==> src/adc_link_pkg.sv <==
// constants shared by the converter end and the serial host end
package adc_link_pkg;
  localparam int          CLK_NS          = 100;
  localparam int          REF_WAIT_NS     = 65000;
  localparam int          REF_WAIT_CYC    = (REF_WAIT_NS + CLK_NS - 1) / CLK_NS;
  localparam int          CS_GAP_MAX_NS   = 100000;
  localparam int          CS_GAP_MAX_CYC  = CS_GAP_MAX_NS / CLK_NS;
  localparam logic [2:0]  BIT_LAST        = 3'h7;
  localparam logic [2:0]  BIT_SECOND      = 3'h1;
  localparam logic [3:0]  FIRST_BYTE_BITS = 4'h8;
  localparam logic [4:0]  ENTRY_BITS      = 5'h10;
  localparam logic [7:0]  CONV_CLKS       = 8'h10;
  localparam logic [7:0]  TEMP_CLKS       = 8'hC0;
  localparam logic [7:0]  TEMP_OUT_CLKS   = 8'h10;
  localparam logic [3:0]  LEAD_ZEROS      = 4'h0;
  localparam logic [1:0]  TAIL_ZEROS      = 2'h0;
  localparam logic [9:0]  BIPOLAR_FLIP    = 10'h200;
  localparam logic [1:0]  SETUP_SEL       = 2'h1;
  localparam int          SET_CLK_HI      = 5;
  localparam int          SET_CLK_LO      = 4;
  localparam int          SET_REF_HI      = 3;
  localparam int          SET_REF_LO      = 2;
  localparam int          SET_BIPOLAR     = 1;
  localparam logic [5:0]  SETUP_RST       = 6'h20;
  localparam logic [1:0]  CLK_MODE_EXT    = 2'h3;
  localparam logic [1:0]  REF_MODE_WAKE   = 2'h0;
  localparam int          CMD_CONV_BIT    = 7;
  localparam int          CMD_TEMP_BIT    = 0;
  localparam logic [11:0] REG_CTRL        = 12'h000;
  localparam logic [11:0] REG_STATUS      = 12'h004;
  localparam logic [11:0] REG_RESULT      = 12'h008;
  localparam logic [11:0] REG_IRQ_STAT    = 12'h00C;
  localparam logic [11:0] REG_IRQ_MASK    = 12'h010;
  localparam int          CTRL_NZERO_LO   = 8;
  localparam int          CTRL_NZERO_HI   = 12;
  localparam int          CTRL_REF_WAIT   = 16;
  localparam int          CTRL_WAIT_EOC   = 17;
  typedef enum logic [1:0] {ST_IDLE, ST_EOC, ST_SHIFT, ST_GAP} host_state_t;
endpackage

==> src/adc_link_if.sv <==
// serial link between the converter and its host
`timescale 1ns/1ps
`default_nettype none
interface adc_link_if;
  logic cs_n;
  logic sclk;
  logic din;
  logic dout;
  logic eoc_n;
  modport dev  (input cs_n, input sclk, input din, output dout, output eoc_n);
  modport host (output cs_n, output sclk, output din, input dout, input eoc_n);
endinterface
`default_nettype wire

==> src/adc_dev_end.sv <==
// converter end: command decode, externally clocked conversion, result fifo readout
//
// How it works
// (RULE1) conversion byte starts one sclk-clocked conversion
// (RULE2) no scan or averaging; result shifts during conversion
// (RULE3) host gives command then sixteen clocks
// (RULE4) host keeps mid-conversion chip-select gap short
// (RULE5) host interleaves a zero byte between commands
// (RULE6) host waits with chip select high for reference
// (RULE7) temperature: 192 clocks, result in last two bytes
// (RULE8) short first byte: next byte continues, rest dropped
// (RULE9) short second byte drops rest of entry
// (RULE10) other entries stay readable; host ignores lead nibble
// (RULE11) partial register write keeps unwritten low bits
// (RULE12) host waits for end-of-conversion before chip select
// (RULE13) binary codes, temperature in eighths of a degree
// (RULE14) sample input on sclk rise, change output on fall
// (RULE15) unipolar straight binary, bipolar two's complement
// (RULE16) results leave most significant bit first
`timescale 1ns/1ps
`default_nettype none
module adc_dev_end #(
  parameter int DEPTH = 16
) (
  input  wire logic          mclk,
  input  wire logic          rst,
  adc_link_if.dev            lnk,
  input  wire logic [9:0]    sample_code,
  input  wire logic [11:0]   temp_code,
  input  wire logic          fifo_push,
  input  wire logic [9:0]    fifo_code,
  output logic               conv_start,
  output logic [5:0]         setup_out
);
  import adc_link_pkg::*;

  localparam int AW = $clog2(DEPTH);

  logic              sclk_q_ff;
  logic              cs_q_ff;
  logic [2:0]        in_cnt_ff;
  logic [6:0]        in_sh_ff;
  logic              wr_setup_ff;
  logic [5:0]        setup_ff;
  logic              conv_on_ff;
  logic              temp_ff;
  logic [7:0]        conv_cnt_ff;
  logic [15:0]       out_sh_ff;
  logic              dout_ff;
  logic              eoc_n_ff;
  logic              conv_start_ff;
  logic [9:0]        mem [DEPTH];
  logic [AW-1:0]     wr_ptr_ff;
  logic [AW-1:0]     rd_ptr_ff;
  logic [AW:0]       cnt_ff;
  logic [4:0]        pos_ff;
  logic [4:0]        lim_ff;
  logic              active;
  logic              rise;
  logic              fall;
  logic              cs_rise;
  logic              cs_fall;
  logic              cmd_ok;
  logic              conv_last;
  logic              fifo_rd;
  logic              fifo_cut;
  logic              pop;
  logic              push;
  logic [9:0]        code_fmt;
  logic [15:0]       entry_word;
  logic [7:0]        conv_lim;
  logic [4:0]        nxt_pos;

  // link pins are synchronous to mclk, so edges come from a one-cycle delay
  assign active  = ~lnk.cs_n;
  assign rise    = active & lnk.sclk & ~sclk_q_ff; // [RULE14]
  assign fall    = active & ~lnk.sclk & sclk_q_ff; // [RULE14]
  assign cs_rise = lnk.cs_n & ~cs_q_ff;
  assign cs_fall = ~lnk.cs_n & cs_q_ff;

  always_ff @(posedge mclk) begin
    if (rst) begin
      sclk_q_ff <= 1'b0;
      cs_q_ff   <= 1'b1;
    end else begin
      sclk_q_ff <= lnk.sclk;
      cs_q_ff   <= lnk.cs_n;
    end
  end

  // input byte framing restarts with every chip-select assertion
  always_ff @(posedge mclk) begin
    if (rst || !active) begin
      in_cnt_ff   <= 3'h0;
      in_sh_ff    <= 7'h00;
      wr_setup_ff <= 1'b0;
    end else if (rise) begin
      in_cnt_ff <= in_cnt_ff + 3'h1;
      in_sh_ff  <= {in_sh_ff[5:0], lnk.din};
      if (in_cnt_ff == BIT_SECOND) begin
        wr_setup_ff <= ({in_sh_ff[0], lnk.din} == SETUP_SEL);
      end else if (in_cnt_ff == BIT_LAST) begin
        wr_setup_ff <= 1'b0;
      end
    end
  end

  // each setup bit lands as it arrives, so a cut write leaves the low bits alone
  always_ff @(posedge mclk) begin
    if (rst) begin
      setup_ff <= SETUP_RST;
    end else if (rise && wr_setup_ff) begin
      setup_ff[3'(BIT_LAST - in_cnt_ff)] <= lnk.din; // [RULE11]
    end
  end

  assign cmd_ok = rise && (in_cnt_ff == BIT_LAST) && in_sh_ff[CMD_CONV_BIT-1]
                  && (setup_ff[SET_CLK_HI:SET_CLK_LO] == CLK_MODE_EXT); // [RULE1]

  // bipolar codes arrive offset binary from the converter core
  assign code_fmt = setup_ff[SET_BIPOLAR] ? (sample_code ^ BIPOLAR_FLIP) : sample_code; // [RULE15] [RULE13]
  assign conv_lim = temp_ff ? TEMP_CLKS : CONV_CLKS; // [RULE7]
  assign conv_last = fall && conv_on_ff && (conv_cnt_ff == conv_lim - 8'h01);

  // a new command during the tail of a result restarts the count, which is
  // what makes sixteen clocks per conversion work with one zero byte between
  always_ff @(posedge mclk) begin
    if (rst) begin
      conv_on_ff  <= 1'b0;
      temp_ff     <= 1'b0;
      conv_cnt_ff <= 8'h00;
      out_sh_ff   <= 16'h0000;
    end else if (cmd_ok) begin
      conv_on_ff  <= 1'b1; // [RULE1] [RULE2]
      temp_ff     <= lnk.din;
      conv_cnt_ff <= 8'h00;
      if (lnk.din) begin
        out_sh_ff <= {LEAD_ZEROS, temp_code}; // [RULE13]
      end else begin
        out_sh_ff <= {LEAD_ZEROS, code_fmt, TAIL_ZEROS};
      end
    end else if (fall && conv_on_ff) begin
      conv_cnt_ff <= conv_cnt_ff + 8'h01; // [RULE1]
      if (!temp_ff || conv_cnt_ff >= TEMP_CLKS - TEMP_OUT_CLKS) begin
        out_sh_ff <= {out_sh_ff[14:0], 1'b0}; // [RULE16]
      end
      if (conv_last) begin
        conv_on_ff <= 1'b0;
      end
    end
  end

  always_ff @(posedge mclk) begin
    if (rst) begin
      conv_start_ff <= 1'b0;
    end else begin
      conv_start_ff <= cmd_ok;
    end
  end

  // result fifo, entries are 4 zero bits, the code, then 2 zero bits
  assign entry_word = {LEAD_ZEROS, mem[rd_ptr_ff], TAIL_ZEROS}; // [RULE10]
  // a fifo bit is used up at the rise on which the host samples it
  assign fifo_rd    = rise && !conv_on_ff && (cnt_ff != '0);
  assign fifo_cut   = cs_rise && !conv_on_ff && (cnt_ff != '0) && (pos_ff != 5'h00);
  assign nxt_pos    = pos_ff + 5'h01;
  assign pop        = (fifo_rd && nxt_pos == lim_ff)
                      || (fifo_cut && pos_ff > 5'(FIRST_BYTE_BITS)); // [RULE9]
  assign push       = fifo_push && (cnt_ff != (AW+1)'(DEPTH));

  always_ff @(posedge mclk) begin
    if (push) begin
      mem[wr_ptr_ff] <= fifo_code;
    end
  end

  always_ff @(posedge mclk) begin
    if (rst) begin
      wr_ptr_ff <= '0;
      rd_ptr_ff <= '0;
      cnt_ff    <= '0;
    end else begin
      if (push) begin
        wr_ptr_ff <= wr_ptr_ff + 1'b1;
      end
      if (pop) begin
        rd_ptr_ff <= rd_ptr_ff + 1'b1; // [RULE10]
      end
      cnt_ff <= cnt_ff + (AW+1)'(push) - (AW+1)'(pop);
    end
  end

  // read position within the head entry and where that entry ends
  always_ff @(posedge mclk) begin
    if (rst) begin
      pos_ff <= 5'h00;
      lim_ff <= ENTRY_BITS;
    end else if (pop) begin
      pos_ff <= 5'h00;
      lim_ff <= ENTRY_BITS;
    end else if (fifo_rd) begin
      pos_ff <= nxt_pos;
    end else if (fifo_cut && pos_ff < 5'(FIRST_BYTE_BITS)) begin
      lim_ff <= pos_ff + 5'(FIRST_BYTE_BITS); // [RULE8]
    end
  end

  // data out moves only after a falling sclk edge or, for a fifo head bit, a chip-select fall
  always_ff @(posedge mclk) begin
    if (rst) begin
      dout_ff <= 1'b0;
    end else if (fall && conv_on_ff) begin
      if (!temp_ff || conv_cnt_ff >= TEMP_CLKS - TEMP_OUT_CLKS) begin
        dout_ff <= out_sh_ff[15]; // [RULE2] [RULE7] [RULE14]
      end else begin
        dout_ff <= 1'b0;
      end
    end else if ((fall || cs_fall) && !conv_on_ff && (cnt_ff != '0)) begin
      // head bit stands before the first rise, so byte framing matches the host's
      dout_ff <= entry_word[4'(15 - pos_ff)]; // [RULE8] [RULE16]
    end else if (fall) begin
      dout_ff <= 1'b0;
    end
  end

  // end-of-conversion falls on a finished result; a new result beats a
  // chip-select fall in the same cycle
  always_ff @(posedge mclk) begin
    if (rst) begin
      eoc_n_ff <= 1'b1;
    end else if (conv_last || push) begin
      eoc_n_ff <= 1'b0;
    end else if (cs_fall) begin
      eoc_n_ff <= 1'b1;
    end
  end

  assign lnk.dout   = dout_ff;
  assign lnk.eoc_n  = eoc_n_ff;
  assign conv_start = conv_start_ff;
  assign setup_out  = setup_ff;
endmodule // adc_dev_end
`default_nettype wire

==> src/flat_wrapper.sv <==
// flat-port wrapper written by rule: the top's interface ports become plain ports
module adc_dev_end_flat import adc_link_pkg::*;
#(
  parameter int DEPTH = 16
)
  (mclk, rst, sample_code, temp_code, fifo_push, fifo_code, conv_start, setup_out, lnk_cs_n, lnk_sclk, lnk_din, lnk_dout, lnk_eoc_n);
  adc_link_if lnk_i ();
  input  wire logic mclk;
  input  wire logic rst;
  input  wire logic [9:0] sample_code;
  input  wire logic [11:0] temp_code;
  input  wire logic fifo_push;
  input  wire logic [9:0] fifo_code;
  output logic conv_start;
  output logic [5:0] setup_out;
  input wire logic [$bits(lnk_i.cs_n)-1:0] lnk_cs_n;
  input wire logic [$bits(lnk_i.sclk)-1:0] lnk_sclk;
  input wire logic [$bits(lnk_i.din)-1:0] lnk_din;
  output wire logic [$bits(lnk_i.dout)-1:0] lnk_dout;
  output wire logic [$bits(lnk_i.eoc_n)-1:0] lnk_eoc_n;
  assign lnk_i.cs_n = lnk_cs_n;
  assign lnk_i.sclk = lnk_sclk;
  assign lnk_i.din = lnk_din;
  assign lnk_dout = lnk_i.dout;
  assign lnk_eoc_n = lnk_i.eoc_n;
  adc_dev_end #(.DEPTH(DEPTH)) u_core (.mclk(mclk), .rst(rst), .lnk(lnk_i), .sample_code(sample_code), .temp_code(temp_code), .fifo_push(fifo_push), .fifo_code(fifo_code), .conv_start(conv_start), .setup_out(setup_out));
endmodule
==> config.mk <==
export PLATFORM = sky130hd
export DESIGN_NAME = adc_dev_end_flat
export DESIGN_NICKNAME = d
export VERILOG_FILES = /design/src/adc_link_pkg.sv /design/src/adc_link_if.sv /design/src/adc_dev_end.sv /design/src/flat_wrapper.sv
export SDC_FILE = /design/constraint.sdc
export NUM_CORES = 1
export LEC_CHECK = 0
export BUFFER_PORTS_ARGS = -buffer_cell sky130_fd_sc_hd__clkbuf_2
export CORE_MARGIN = 1.5
export CORE_UTILIZATION = 60
export DETAILED_ROUTE_END_ITERATION = 16
export HOLD_SLACK_MARGIN = 0.12
export PLACE_DENSITY = 0.78
export SKIP_LAST_GASP = 1
export SLEW_MARGIN = 10
export SYNTH_ARGS = -nofsm -noshare
export SYNTH_HDL_FRONTEND = slang
export SYNTH_SLANG_ARGS = --single-unit
==> constraint.sdc <==
create_clock -name mclk -period 4.04 [get_ports mclk]
set_input_delay 0.606 -clock mclk [delete_from_list [all_inputs] [get_ports mclk]]
set_output_delay 0.606 -clock mclk [all_outputs]
set_load 0.01 [all_outputs]
After elaboration in Yosys (flattened, before gate mapping)
Memory sizes are Yosys's and may differ from the RTL's. A register that Yosys moved wholly into a read port is not among the register bits.
Cells that the tools add are included.
{"block": "op_classes", "n_lt_le_gt_ge": 6, "n_mux": 26, "n_eq_ne": 7, "n_bitwise": 12, "n_addsub": 11, "n_reduce_logical": 39}
{"operator": "two-way mux 16 bit", "n": 3}
{"operator": "logical AND 1 bit", "n": 18}
{"operator": "two-way mux 1 bit", "n": 15}
{"operator": "two-way mux 12 bit", "n": 1}
{"operator": "two-way mux 10 bit", "n": 1}
{"operator": "nonzero test 2 bit", "n": 5}
{"operator": "nonzero test 5 bit", "n": 2}
{"operator": "adder 4 x 1 -> 4 bit (second input constant)", "n": 2}
{"operator": "adder 8 x 1 -> 8 bit (second input constant)", "n": 1}
{"operator": "equality test 8 bit", "n": 1}
{"operator": "greater-or-equal comparator 8 bit (second input constant)", "n": 1}
{"operator": "two-way mux 4 bit", "n": 2}
{"operator": "two-way mux 8 bit", "n": 1}
{"operator": "AND reduction 2 bit", "n": 4}
{"operator": "subtractor 8 x 1 -> 8 bit (second input constant)", "n": 1}
{"operator": "bitwise AND 1 bit", "n": 6}
{"operator": "bitwise mux 6 bit", "n": 1}
{"operator": "NOT 1 bit", "n": 6}
{"operator": "adder 5 x 1 -> 5 bit", "n": 1}
{"operator": "adder 5 x 1 -> 5 bit (second input constant)", "n": 1}
{"operator": "adder 5 x 4 -> 5 bit (second input constant)", "n": 1}
{"operator": "equality test 5 bit", "n": 1}
{"operator": "greater-than comparator 5 x 4 -> 1 bit (second input constant)", "n": 1}
{"operator": "logical OR 1 bit", "n": 5}
{"operator": "18 further kinds", "n": 20}
{"block": "word_totals", "ramBits": 160, "output_inout_bits": 9, "memories": 1, "inputBits": 38, "word_cells": 120, "register_bits": 71}
{"name": "u_core.mem", "depth": 16, "word_bits": 10, "rd": 1, "rd_clocked_by_memory_dff": 1, "wr": 1, "line": "adc_dev_end.sv:52", "text": "logic [9:0] mem [DEPTH];"}

Longest topological paths before layout
{"block": "logic_depth", "word_depth": 9, "depth_mapped": 16, "ltp_nobuf": 15}

Least setup slack after synthesis
No wires, ideal clock.
{"block": "synth_timing", "kind": "reg-to-reg", "from": "reg u_core.pos_ff[1]", "to": "reg u_core.cnt_ff[4]", "synth_period_minus_slack_ps": 3157, "slack_ps": 883, "arrival_ps": 3087, "setup_time_ps": 70, "path_stages_with_launch": 17, "n_path_buf": 1, "t_required_ps": 3970, "path_cell_list": "dfxtp_1 > clkbuf_1 > inv_1 > ha_1 > xnor2_1 > nand2_1 > a211oi_1 > a32oi_2 > inv_2 > ha_1 > inv_1 > ha_1 > fa_1 > a21oi_1 > nor2_1 > or3_1 > a21oi_1"}
{"block": "synth_via", "elab_chain_len": 5, "word_cells_on_any_way": 9, "cone_classes": "2 x add/sub; 1 x order compare; 1 x eq/ne; 5 x reduce/logical"}
{"element": "start: declaration", "line": "adc_dev_end.sv:56", "text": "logic [4:0] pos_ff;"}
{"element": "start signal: assignment", "line": "adc_dev_end.sv:202", "text": "pos_ff <= nxt_pos;"}
{"element": "adder 5 x 1 -> 5 bit", "line": "adc_dev_end.sv:166", "text": "assign nxt_pos = pos_ff + 5'h01;"}
{"element": "net u_core.nxt_pos[1]", "line": "adc_dev_end.sv:72", "text": "logic [4:0] nxt_pos;"}
{"element": "equality test 5 bit", "line": "adc_dev_end.sv:167", "text": "assign pop = (fifo_rd && nxt_pos == lim_ff)"}
{"element": "logical AND 1 bit", "line": "adc_dev_end.sv:167"}
{"element": "logical OR 1 bit", "line": "adc_dev_end.sv:168", "text": "|| (fifo_cut && pos_ff > 5'(FIRST_BYTE_BITS));"}
{"element": "subtractor 5 x 1 -> 5 bit", "line": "adc_dev_end.sv:189", "text": "cnt_ff <= cnt_ff + (AW+1)'(push) - (AW+1)'(pop);"}
{"element": "end signal: assignment", "line": "adc_dev_end.sv:189"}
{"element": "end: declaration", "line": "adc_dev_end.sv:55", "text": "logic [AW:0] cnt_ff;"}
The timed path passes the listed nets, and every way through them passes these cells.
A chain may end at the register's enable or synchronous reset.

Worst setup path after layout
{"block": "layout_timing", "from": "reg u_core.pos_ff[0]", "to": "reg u_core.cnt_ff[4]"}
Same word-level chain as after synthesis.

==> results.ini <==
[pwr]
power.leakage_nw = 3.787
post-layout-total-power_mw = 5.180
worst_ir_drop_vdd_v = 0.0003873
p_per_area_nw_per_um2 = 467.1

[detailed_routing]
antenna_left = 0
detailedRoute.firstIterationViolations = 552
post_detailed_route_drc_marker_count = 0
avgViaCountPerCell = 6.040
drt-wirelength-per-cell_um = 21.16
route.vias.total = 5859
detail_route.first_pass.iterations = 5
routed_wirelength_mm = 20.52

[logic_synthesis]
post_synth_and_or_nand_nor_area_fraction_pct = 8.919
yosys.area.top_type_share_pct = 48.93
yosys_register_bits = 235
seq_area_frac_synth_pct = 64.22
yosys.area_share.xor_xnor_pct = 2.051
synth_fp_nets = 743
multiplexer_fraction_of_the_synthesized_cell_area_pct = 12.74
combinational_family_with_the_most_area_after_synthesis = multiplexers
yosys.area_share.adder_pct = 2.752
synth_cells = 684
post_synth.cell_area_avg_um2 = 14.36
post_synth_edffs = 160
yosys.area.top_type = sky130_fd_sc_hd__edfxtp_1
compound_cell_area_share_of_the_yosys_netlist_pct = 6.397
postSynth.asyncResetShare_pct = 0
biggest_area_contributors_in_the_synthesized_netlist = sky130_fd_sc_hd__edfxtp_1 49%, sky130_fd_sc_hd__dfxtp_1 15%, sky130_fd_sc_hd__mux4_2 7.6%, sky130_fd_sc_hd__mux2i_1 3.9%, sky130_fd_sc_hd__nor2_1 2.6%
postSynth.topFlopCell = sky130_fd_sc_hd__edfxtp_1
synth.distinct_cells = 62
mappedNetlistArea_um2 = 9819
yosysWarnings = 0

[setup_path]
path_class = register to register
setup.worst_path.end_class = register
worstPathMaxFanout = 9
r2r_setup_slack_ns = 0.51
crit_path_dat_ns = 3.95
critical_path.startpoint_type = register
timing.critical_path.required_ns = 4.47

[global_route]
globalRouteOverflowTotal = 0
grt_antenna_before_repair = 0
wire_length_of_the_first_global_routing_pass_mm = 31.77
pin_count_of_the_biggest_net_entering_global_routing = 44
first_global_vias = 5912
track_usage_pct = 24.87

[floorplan]
io-pin-count = 47
die_height_um = 130.9
placementRows = 46
die-area_um2 = 17140
core-area_um2 = 15940
die_width_um = 130.9
effective_utilization_at_floorplan_pct = 61.59

[placement]
dp_hpwl_mm = 13.41
io_buffers = 46
postPlaceCellArea_um2 = 10320
gp_congestion = 0.8206
dp_slack_ns = 0.6172

[outcome]
status = finished, final reports clean

[clock_tree]
post_cts_buffers = 0
cts.sinks = 235
tritoncts.num_buffers = 24
clk_root_buffer_cell = sky130_fd_sc_hd__clkbuf_16
hold_buffers = 0
cts.htree.levels = 1
insertion_delay_ns = 0.52
clk_pin_slew_ns = 0.06
clockBufferDepth = 3
cts_tree = yes
ctsResizeCount = 0

[timing]
fin_tns_setup_ns = 0
tightestPinTransition_ns = 1.020
unrepaired_setup_endpoints_after_global_routing = false
clock.fmax_ghz = 0.2835
final_number_of_setup_violating_endpoints = 0
min_period_over_period_pct = 87.32
clock_skew_ns = 0.01139
worst_slew_margin_rel_pct = 31.48
timing_max_transition_violations_final = 0
timing.final.hold_violations = 0
setup_ws_ns = 0.5122
min_period_ns = 3.528

[layout]
insertedDiodeCount = 0
commonest_cells_after_routing_fill_and_taps_aside = 160 x sky130_fd_sc_hd__edfxtp_1, 74 x sky130_fd_sc_hd__dfxtp_1, 67 x sky130_fd_sc_hd__nor2_1, 47 x sky130_fd_sc_hd__clkbuf_2, 38 x sky130_fd_sc_hd__mux2i_1
layout.core_utilization_pct = 69.56
post_route_cells_drive_above_1_share_pct = 19.63
finalNetCount = 795
mostFrequentLayoutCell = sky130_fd_sc_hd__edfxtp_1
final_area_um2 = 11090
num-fill-cells = 1016
area_growth_pct = 12.93

[hold_path]
worst_hold_path_type = input pin to register

[flow_run]
timing.max_cap.violations = 0

[Yosys cell counts, drive strengths merged, types with 6 or more instances]
master and instances:
a21oi 27, a221oi 10, and2 7, buf 17, clkbuf 17, dfxtp 75
edfxtp 160, ha 20, inv 28, mux2i 38, mux4 37, nand2 36
nand2b 7, nand3 14, nand4 8, nor2 67, nor2b 6, nor3 10
nor4 6, o21ai 10, o221a 8, xnor2 12, xor2 11
[worst max-delay path, cell delays in order, from the launching register on]
cell                       delay [ns]
sky130_fd_sc_hd__dfxtp_1         0.52
sky130_fd_sc_hd__inv_2           0.17
sky130_fd_sc_hd__ha_1            0.36
sky130_fd_sc_hd__xnor2_1         0.14
sky130_fd_sc_hd__nand2_1         0.06
sky130_fd_sc_hd__a211oi_1        0.05
sky130_fd_sc_hd__a32oi_2         0.39
sky130_fd_sc_hd__inv_2           0.11
sky130_fd_sc_hd__ha_1            0.29
sky130_fd_sc_hd__inv_1           0.04
sky130_fd_sc_hd__ha_1            0.20
sky130_fd_sc_hd__fa_1            0.42
sky130_fd_sc_hd__a21oi_1         0.14
sky130_fd_sc_hd__nor2_1          0.06
sky130_fd_sc_hd__or3_1           0.34
sky130_fd_sc_hd__a21oi_1         0.16
[routing by layer]
| layer | track usage, % | vias to the layer above | routed length [µm] |
|---|---|---|---|
| li1 | - | 2703 | - |
| met1 | 33.19 | 2928 | 8347 |
| met2 | 42.69 | 193 | 10480 |
| met3 | 3.257 | 35 | 1169 |
| met4 | 8.468 | 0 | 520 |
| met5 | 0 | - | 0 |
[worst paths after layout]
check / startpoint / to / cells after the start
setup / recovery: u_core.pos_ff[0] / u_core.cnt_ff[4] / 15
setup reg to reg: u_core.pos_ff[0] / u_core.cnt_ff[4] / 15
hold reg to reg: u_core.out_sh_ff[14] / u_core.out_sh_ff[15] / 2
hold / removal: temp_code[0] / u_core.out_sh_ff[0] / 3
[cell families (layout without fill, tap and decap cells)]
| kind of cell | after synthesis | count (layout) |
|---|---|---|
| AOI/OAI and AO/OA | 88 | 88 |
| xor gates and xnor gates | 23 | 23 |
| adders and majority gates | 21 | 21 |
| buffers and inverters | 62 | 132 |
| DFF | 235 | 235 |
| muxes | 77 | 77 |
| and+or+nand+nor | 178 | 178 |
[flip-flops by register name (all words and copies together), names as in the netlist, named ones only]
name and count:
u_core.sclk_q_ff 1, u_core.lnk.dout 1, u_core.pos_ff 5, u_core.mem 160, u_core.cs_q_ff 1, u_core.conv_cnt_ff 8
u_core.out_sh_ff 16, u_core.lnk.eoc_n 1, u_core.in_sh_ff 7, u_core.conv_start 1, u_core.conv_on_ff 1, u_core.temp_ff 1
u_core.lim_ff 5, u_core.rd_ptr_ff 4, u_core.wr_ptr_ff 4, u_core.in_cnt_ff 3, u_core.setup_out 6, u_core.cnt_ff 5
u_core.wr_setup_ff 1
[power by group]
part	switching, mW	total, mW	internal [mW]
logic	0.234	0.391	0.157
clock network	0.871	2.12	1.25
registers	0.0368	2.67	2.63
[through the flow]
| step | hold WS [ns] | cells |
|---|---|---|
| final | 0.3461 | 970 |
| after global routing | 0.3461 | 970 |
| after CTS | 0.3426 | 970 |
| after detailed placement | 0.4428 | 926 |
| after global placement | 0.4362 | 926 |
| after floorplan | 0.4300 | 684 |
[area by class of cell]
type / count / area (µm²) / area share (%)
repair buffers: 60 / 347.8 / 3.137
multi-input cells: 387 / 3287 / 29.64
inverters: 28 / 105.1 / 0.9478
clock buffers: 39 / 739.5 / 6.668
well taps: 216 / 270.3 / 2.437
clock inverters: 5 / 32.53 / 0.2934
flip-flops and latches: 235 / 6307 / 56.88
(Power assumes the default switching activity.)
